--- src/design/sug_consts.vh ---
// constants for the lock/unlock access guard
`ifndef SUG_CONSTS_VH
`define SUG_CONSTS_VH

// command codes on the host command port
`define SUG_CMD_CTRL_LO     8'h00
`define SUG_CMD_CTRL_HI     8'h01
`define SUG_CMD_CLASS       8'h3e
`define SUG_CMD_BLOCK       8'h3f
`define SUG_CMD_WIN_FIRST   8'h40
`define SUG_CMD_WIN_LAST    8'h5f

// control subcommand that locks
`define SUG_SUB_LOCK        16'h0020
// block number that selects the maker information block while locked
`define SUG_BLK_MAKER       8'h01
// class number that reaches the maker block while open: arbitrary value
`define SUG_CLASS_MAKER     8'h0c

// lock delay: at most 2 s at 10 MHz; the 1-cycle default sets the flag first
`define SUG_LOCK_TIME_MS    32'd2000
`define SUG_CLK_KHZ         32'd10000
`define SUG_LOCK_CYCLES     (`SUG_LOCK_TIME_MS * `SUG_CLK_KHZ)
`define SUG_LOCK_DLY_DFLT   32'd1

// key reset value: arbitrary neutral pattern
`define SUG_KEY_RESET       32'ha5a55a5a

// address width of the combined store and lock state encodings
`define SUG_MAKER_AW        8
`define SUG_STATE_OPEN      1'b0
`define SUG_STATE_LOCKED    1'b1

`endif

--- src/design/sug_store.v ---
// small single-port store with registered read data
`timescale 1ns/1ps
`default_nettype none

module sug_store #(
    parameter AW = 8,
    parameter DW = 8
) (
    input  wire          clock,
    input  wire          we,
    input  wire [AW-1:0] addr,
    input  wire [DW-1:0] wdata,
    output reg  [DW-1:0] rdata
);
    reg [DW-1:0] mem [0:(1<<AW)-1];

    always @(posedge clock) begin
        if (we) begin
            mem[addr] <= wdata;
        end
        rdata <= mem[addr];
    end
endmodule

`default_nettype wire

--- src/design/sug_guard.v ---
// lock/unlock access guard for configuration and maker information memory
//
// Contract
// - open: config and maker block read/write; locked: config none, maker read only
// - leaves reset in the open state
// - unlock key may be changed only while open
// - control word 0x0020 locks; locked flag set within two seconds
// - key 0 is upper word, key 1 lower; key 1 sent first
// - each key word arrives byte swapped versus read back order
// - correct key pair while locked clears flag and opens
// - lock and key words travel through control command codes 0x00/0x01
// - class selection refused while locked; block selection still accepted
// - locked block select 0x01 maps window to maker block
`timescale 1ns/1ps
`default_nettype none
`include "sug_consts.vh"

module sug_guard #(
    parameter        [31:0] LOCK_CYCLES = `SUG_LOCK_CYCLES
) (
    input  wire        clock,
    input  wire        rst_n,
    input  wire        cmd_wr,
    input  wire        cmd_rd,
    input  wire [7:0]  cmd_code,
    input  wire [7:0]  cmd_wdata,
    input  wire        key_wr,
    input  wire [31:0] key_wdata,
    output reg  [7:0]  cmd_rdata_r,
    output reg         cmd_rvalid_r,
    output reg         cmd_refused_r,
    output reg         locked_r,
    output reg  [31:0] unlock_key_r,
    output reg         key_refused_r
);
    // ------------------------------------------------------------
    // decode helpers
    // ------------------------------------------------------------
    function in_window;
        input [7:0] c;
        begin
            in_window = (c >= `SUG_CMD_WIN_FIRST) && (c <= `SUG_CMD_WIN_LAST);
        end
    endfunction

    function [15:0] swap16;
        input [15:0] w;
        begin
            swap16 = {w[7:0], w[15:8]};
        end
    endfunction

    // maker block sits in page 0, config blocks follow it
    function [2:0] page_of;
        input       locked;
        input [7:0] cls;
        input [7:0] blk;
        begin
            if (locked || cls == `SUG_CLASS_MAKER) begin
                page_of = 3'd0;
            end else begin
                page_of = blk[2:0] + 3'd1;
            end
        end
    endfunction

    // ------------------------------------------------------------
    // state
    // ------------------------------------------------------------
    localparam [1:0] KS_IDLE = 2'd0;
    localparam [1:0] KS_GOT1 = 2'd1;

    reg        ctrl_lo_seen_r;
    reg [7:0]  ctrl_lo_r;
    reg [1:0]  key_state_r;
    reg [1:0]  key_state_nxt;
    reg        lock_pend_r;
    reg [31:0] lock_cnt_r;
    reg [7:0]  class_r;
    reg [7:0]  block_r;
    reg        win_maker_r;
    reg        rd_pend_r;
    reg        rd_ok_r;

    wire [15:0] ctrl_word = {cmd_wdata, ctrl_lo_r};
    // a control word completes when the high byte lands after its low byte
    wire        ctrl_done = cmd_wr && (cmd_code == `SUG_CMD_CTRL_HI) && ctrl_lo_seen_r;
    wire        key1_ok   = ctrl_word == swap16(unlock_key_r[15:0]);
    wire        key0_ok   = ctrl_word == swap16(unlock_key_r[31:16]);
    wire        is_win    = in_window(cmd_code);
    wire        mem_open  = locked_r == `SUG_STATE_OPEN;

    // access gate: locked allows only reads of the maker block
    wire        win_wr_ok = is_win && cmd_wr && mem_open;
    wire        win_rd_ok = is_win && cmd_rd && (mem_open || win_maker_r);
    wire        sel_refuse = cmd_wr && !mem_open && (cmd_code == `SUG_CMD_CLASS);

    // maker block lives in page 0, config blocks above it
    wire [4:0]  win_off  = cmd_code[4:0];
    // block 7 wraps onto the maker page; only eight pages fit the store
    wire [2:0]  page     = page_of(!mem_open, class_r, block_r);
    wire [7:0]  st_addr  = {page, win_off};
    wire [7:0]  st_rdata;

    sug_store #(
        .AW (`SUG_MAKER_AW),
        .DW (8)
    ) u_store (
        .clock (clock),
        .we    (win_wr_ok),
        .addr  (st_addr),
        .wdata (cmd_wdata),
        .rdata (st_rdata)
    );

    // ------------------------------------------------------------
    // key matching
    // ------------------------------------------------------------
    always @* begin
        key_state_nxt = key_state_r;
        case (key_state_r)
            // key 1 alone never opens; only key 0 right after it does
            KS_IDLE: begin
                if (ctrl_done && locked_r && key1_ok) begin
                    key_state_nxt = KS_GOT1;
                end
            end
            KS_GOT1: begin
                // any other control word restarts matching
                if (ctrl_done) begin
                    key_state_nxt = KS_IDLE;
                end
            end
            default: begin
                key_state_nxt = KS_IDLE;
            end
        endcase
    end

    // ------------------------------------------------------------
    // control path
    // ------------------------------------------------------------
    always @(posedge clock) begin
        if (!rst_n) begin
            ctrl_lo_seen_r <= 1'b0;
            ctrl_lo_r      <= 8'h00;
            key_state_r    <= KS_IDLE;
            locked_r       <= `SUG_STATE_OPEN;
            lock_pend_r    <= 1'b0;
            lock_cnt_r     <= 32'h00000000;
            unlock_key_r   <= `SUG_KEY_RESET;
            key_refused_r  <= 1'b0;
        end else begin
            key_state_r   <= key_state_nxt;
            key_refused_r <= key_wr && locked_r;
            if (key_wr && !locked_r) begin
                unlock_key_r <= key_wdata;
            end
            if (cmd_wr && cmd_code == `SUG_CMD_CTRL_LO) begin
                ctrl_lo_r      <= cmd_wdata;
                ctrl_lo_seen_r <= 1'b1;
            end else if (ctrl_done) begin
                ctrl_lo_seen_r <= 1'b0;
            end
            // lock delay counts up to the flag, well inside two seconds
            if (ctrl_done && !locked_r && ctrl_word == `SUG_SUB_LOCK) begin
                lock_pend_r <= 1'b1;
                lock_cnt_r  <= 32'h00000000;
            end else if (lock_pend_r) begin
                if (lock_cnt_r + 32'd1 >= `SUG_LOCK_DLY_DFLT || lock_cnt_r + 32'd1 >= LOCK_CYCLES) begin
                    lock_pend_r <= 1'b0;
                    locked_r    <= `SUG_STATE_LOCKED;
                end
                lock_cnt_r <= lock_cnt_r + 32'd1;
            end
            if (key_state_r == KS_GOT1 && ctrl_done && key0_ok) begin
                locked_r <= `SUG_STATE_OPEN;
            end
        end
    end

    // ------------------------------------------------------------
    // selection and window read path
    // ------------------------------------------------------------
    always @(posedge clock) begin
        if (!rst_n) begin
            class_r       <= 8'h00;
            block_r       <= 8'h00;
            win_maker_r   <= 1'b0;
            rd_pend_r     <= 1'b0;
            rd_ok_r       <= 1'b0;
            cmd_rdata_r   <= 8'h00;
            cmd_rvalid_r  <= 1'b0;
            cmd_refused_r <= 1'b0;
        end else begin
            if (cmd_wr && cmd_code == `SUG_CMD_CLASS && mem_open) begin
                class_r <= cmd_wdata;
            end
            if (cmd_wr && cmd_code == `SUG_CMD_BLOCK) begin
                if (mem_open) begin
                    block_r <= cmd_wdata;
                end else begin
                    win_maker_r <= (cmd_wdata == `SUG_BLK_MAKER);
                end
            end
            if (mem_open) begin
                win_maker_r <= 1'b0;
            end
            // refused reads still pulse rvalid, with zero data
            rd_pend_r     <= is_win && cmd_rd;
            rd_ok_r       <= win_rd_ok;
            cmd_rvalid_r  <= rd_pend_r;
            cmd_rdata_r   <= (rd_pend_r && rd_ok_r) ? st_rdata : 8'h00;
            cmd_refused_r <= sel_refuse || (is_win && cmd_wr && !mem_open) ||
                             (is_win && cmd_rd && !win_rd_ok);
        end
    end
endmodule

`default_nettype wire

--- config.mk ---
export PLATFORM = sky130hd
export DESIGN_NAME = sug_guard
export DESIGN_NICKNAME = d
export VERILOG_FILES = /design/src/design/sug_store.v /design/src/design/sug_guard.v
export VERILOG_INCLUDE_DIRS = /design/src /design/src/design
export SDC_FILE = /design/constraint.sdc
export NUM_CORES = 2
export LEC_CHECK = 0
export BUFFER_PORTS_ARGS = -buffer_cell sky130_fd_sc_hd__clkbuf_2
export CORE_MARGIN = 2
export CORE_UTILIZATION = 35
export CTS_BUF_LIST = sky130_fd_sc_hd__clkbuf_8 sky130_fd_sc_hd__clkbuf_16
export DETAILED_ROUTE_END_ITERATION = 16
export SLEW_MARGIN = 0
export SYNTH_ARGS = -nofsm -noshare
export SYNTH_HDL_FRONTEND = slang
export SYNTH_HIERARCHICAL = 1
export SYNTH_SLANG_ARGS = --single-unit
export TNS_END_PERCENT = 20
--- constraint.sdc ---
create_clock -name clock -period 5.9 [get_ports clock]
set_input_delay 1.18 -clock clock [delete_from_list [all_inputs] [get_ports clock]]
set_output_delay 1.18 -clock clock [all_outputs]
set_load 0.005 [all_outputs]
==> results.ini <==
[flow_run]
drv_cap = 0

[layout]
instances_no_fill = 7679
syn_to_final_growth_pct = 13.5
final_layout_size_suffix_gt1_share_pct = 23.8
reg_area_mm2 = 0.0637
fin_util_pct = 39.9
multi_input_comb_area_mm2 = 0.0185
nNetsFinal = 4396
fillerInstances = 21100

[clock_tree]
ctsLongestPathBuffers = 3
path_clk_slew_ns = 0.06
cts_resized = 0
clock_tree.root_cell = sky130_fd_sc_hd__clkbuf_16
clock_latency_ns = 0.86
numClockSinks = 2157
maximum_level_of_the_cts_h_tree = 4
postCtsHoldBufs = 0
tritoncts = built
postCtsSetupRepairBufs = 0
cts_buffers = 206

[placed_design]
dp_hpwl_mm = 121
post-place-cells = 7298
numPortBuffers = 96
gp_routability_congestion = 0.799

[worst_setup_path]
critPathRequiredTime_ns = 6.57
critical_path.most_common_cell = sky130_fd_sc_hd__buf_4
timing.critical_path.to = u_store/rdata[4]$_DFF_P_
cp-start-kind = primary input
crit_path_start = cmd_code[1]
critical_path.max_fanout = 50
worst-r2r-cell-count = 6
slowest_delay_ns = 1.14
regToRegStartpoint = class_r[4]$_SDFFE_PN0P_
cp_class = primary input to register
r2r_slack_ns = 1.76
worst_path_max_delay_cell = sky130_fd_sc_hd__o41ai_1
endpoint_kind = register
critPathArrivalTime_ns = 4.94
rr_endpoint = u_store/mem[85][2]$_DFFE_PP_
crit_chain = buf_8 -> buf_4 -> buf_4 -> mux4_2 -> a22oi_1 -> a21oi_1 -> o41ai_1 -> nand4_1

[floorplan]
die_h_um = 492
ios = 97
std_cell_rows = 179
total_die_area_mm2 = 0.242
starting_density_of_the_core_pct = 35.1
design.core.area_mm2 = 0.237
die_x_extent_um = 492

[grt]
gr-max-usage-layer = met2
grt.overflow.total = 0
use_met2_pct = 27.3
grt.met3_usage_pct = 2.87
grt_pass1_wl_mm = 298
first_global_vias = 42100
initial_antenna_violation_count = 8
met1_global_route_usage_pct = 23.0
grt_max_degree = 174
gr_util_all_layers_pct = 16.7

[timing]
hold_viol_final = 0
setup_repair_after_global_routing_missed_its_margin = false
timing.setup.tns_ns = 0
part_of_the_cycle_the_worst_path_needs_pct = 72.2
drv_slew = 0
fin_skew_ns = 0.0350
timing.max_slew.rel_slack_pct = 16.7
fmax_ghz = 0.235
period_needed_ns = 4.26
worst_pin_slew_ns = 1.23
setup-violations-final = 0
fin_worst_hold_slack_ns = 0.443

[drt]
post-route-drc-count = 0
first_iter_violations = 4448
antenna_violating_nets_post_route = 0
route.detailed.wl_per_inst_um = 26.8
totalWireLength_mm = 206
dr.pass1.iters = 6
dr_total_vias = 41900
via_per_inst = 5.46

[pwr]
ir_drop_v = 0.000331
p_per_area_mw_per_mm2 = 326
leakage_power_of_the_design_nw = 29.0

[synthesis]
post_synth_num_cell_types = 53
number_of_nets_produced_by_synthesis = 4209
netlist_area_mm2 = 0.0834
synth_warnings = 6
yosysSeqAreaShare_pct = 76.3
share_of_synthesized_flip_flops_with_an_asynchronous_set_or_reset_pct = 0
syn_inst = 4152
ff_latch_count_synth = 2157
synth_top_flop_cell = sky130_fd_sc_hd__edfxtp_1
postSynthAreaPerCell_um2 = 20.1
synth_edf_count = 2048

[outcome]
outcome = complete, no violations

[hold_path]
worst_hold_path_type = register to register

[state kept, by name, summed over array words and instances (netlist names)]
signal,cells
block_r,3
class_r,8
cmd_rdata_r,8
cmd_refused_r,1
cmd_rvalid_r,1
ctrl_lo_r,8
ctrl_lo_seen_r,1
key_refused_r,1
key_state_r,1
lock_cnt_r,32
lock_pend_r,1
locked_r,1
rd_ok_r,1
rd_pend_r,1
u_store/mem,2048
u_store/rdata,8
unlock_key_r,32
win_maker_r,1
[cells in the mapped netlist, types with 40 or more instances]
master | n | area share (%)
sky130_fd_sc_hd__edfxtp_1 | 2048 | 74
sky130_fd_sc_hd__mux4_2 | 512 | 14
sky130_fd_sc_hd__nor2_1 | 306 | 1.4
sky130_fd_sc_hd__a22oi_1 | 257 | 2.3
sky130_fd_sc_hd__clkbuf_1 | 171 | 0.77
sky130_fd_sc_hd__a21oi_1 | 153 | 0.92
sky130_fd_sc_hd__nand2_1 | 122 | 0.55
sky130_fd_sc_hd__dfxtp_1 | 109 | 2.6
sky130_fd_sc_hd__nand3_1 | 56 | 0.34
sky130_fd_sc_hd__nor3_1 | 47 | 0.28
sky130_fd_sc_hd__buf_2 | 40 | 0.24
sky130_fd_sc_hd__xor2_1 | 40 | 0.42
[routing by layer]
layer | part of all wire, % | vias to the layer above
met5 | 0.014 | -
met1 | 41 | 22500
met4 | 2.4 | 4
met2 | 49 | 1632
met3 | 6.9 | 280
li1 | - | 17500
[worst min path at each step]
stage	startpoint	depth (start not counted)	endpoint
global placement	rd_pend_r$_SDFF_PN0_	1	cmd_rvalid_r$_SDFF_PN0_
finish	rd_pend_r$_SDFF_PN0_	1	cmd_rvalid_r$_SDFF_PN0_
floorplan	u_store/rdata[0]$_DFF_P_	1	cmd_rdata_r[0]$_SDFF_PN0_
detailed placement	rd_pend_r$_SDFF_PN0_	1	cmd_rvalid_r$_SDFF_PN0_
CTS	rd_pend_r$_SDFF_PN0_	1	cmd_rvalid_r$_SDFF_PN0_
global route	rd_pend_r$_SDFF_PN0_	1	cmd_rvalid_r$_SDFF_PN0_
[critical path, delay by kind of cell]
family	cells	cell delay [ns]
compound gates	3	1.53
buf+inv	3	1.51
mux	1	0.40
simple gates	1	0.15
[through the flow]
stage	setup WS, ns	power [mW]	area [µm²]
after CTS	1.62	31.1	94600
after floorplan	2.46	17.8	83400
after global routing	1.51	31.7	94600
final	1.64	30.8	94700
after global placement	0.520	18.4	88100
after detailed placement	0.704	18.4	88100
[placed cells by master (no fill, tap or decap), types with 5 or more instances in the layout]
| cell type | netlist | routed |
|---|---|---|
| sky130_fd_sc_hd__a21oi_1 | 153 | 153 |
| sky130_fd_sc_hd__a22oi_1 | 257 | 257 |
| sky130_fd_sc_hd__and2_1 | 14 | 13 |
| sky130_fd_sc_hd__and3_1 | 12 | 12 |
| sky130_fd_sc_hd__buf_12 | 0 | 12 |
| sky130_fd_sc_hd__buf_4 | 20 | 143 |
| sky130_fd_sc_hd__buf_8 | 0 | 10 |
| sky130_fd_sc_hd__bufinv_16 | 0 | 10 |
| sky130_fd_sc_hd__clkbuf_16 | 0 | 208 |
| sky130_fd_sc_hd__clkbuf_2 | 1 | 86 |
| sky130_fd_sc_hd__clkbuf_8 | 0 | 16 |
| sky130_fd_sc_hd__clkinv_1 | 0 | 33 |
| sky130_fd_sc_hd__clkinv_16 | 0 | 6 |
| sky130_fd_sc_hd__clkinv_2 | 0 | 36 |
| sky130_fd_sc_hd__clkinvlp_4 | 0 | 6 |
| sky130_fd_sc_hd__dfxtp_1 | 109 | 109 |
| sky130_fd_sc_hd__edfxtp_1 | 2048 | 2048 |
| sky130_fd_sc_hd__inv_1 | 8 | 61 |
| sky130_fd_sc_hd__inv_6 | 0 | 5 |
| sky130_fd_sc_hd__mux2i_1 | 19 | 19 |
| sky130_fd_sc_hd__mux4_2 | 512 | 512 |
| sky130_fd_sc_hd__nand2_1 | 122 | 121 |
| sky130_fd_sc_hd__nand2b_1 | 7 | 5 |
| sky130_fd_sc_hd__nand3_1 | 56 | 54 |
| sky130_fd_sc_hd__nand4_1 | 23 | 23 |
| sky130_fd_sc_hd__nor2_1 | 306 | 305 |
| sky130_fd_sc_hd__nor2b_1 | 10 | 7 |
| sky130_fd_sc_hd__nor3_1 | 47 | 47 |
| sky130_fd_sc_hd__nor4_1 | 16 | 16 |
| sky130_fd_sc_hd__o41ai_1 | 32 | 31 |
| sky130_fd_sc_hd__or3_1 | 6 | 6 |
| sky130_fd_sc_hd__xnor2_1 | 35 | 35 |
| sky130_fd_sc_hd__xor2_1 | 40 | 40 |
[logic make-up after synthesis]
family / Yosys count / share of synthesized area, %
AO/OA/AOI/OAI: 465 / 3.78
multiplexers: 531 / 14.0
buffers and inverters: 280 / 1.56
flip-flops: 2157 / 76.3
XOR/XNOR: 75 / 0.787
adder cells (fa/ha/maj): 4 / 0.0600
AND/OR/NAND/NOR: 640 / 3.44
[power by group]
group / leakage [nW] / switching (mW) / internal (mW)
combinational: 6.33 / 0.837 / 0.463
sequential: 19.3 / 0.0222 / 16.8
clock: 3.42 / 5.67 / 7.05
total: 29.0 / 6.53 / 24.3
[layout make-up]
cell class              count  area share, %
inverters                   8         0.0317
flip-flops and latches   2157           67.3
multi-input cells        1715           19.6
well taps                3167           4.19
diodes                      4         0.0106
clock inverters           153           1.21
repair buffers            251           2.00
clock buffers             224           5.73
Note: power is estimated with default switching activity, not from simulation.
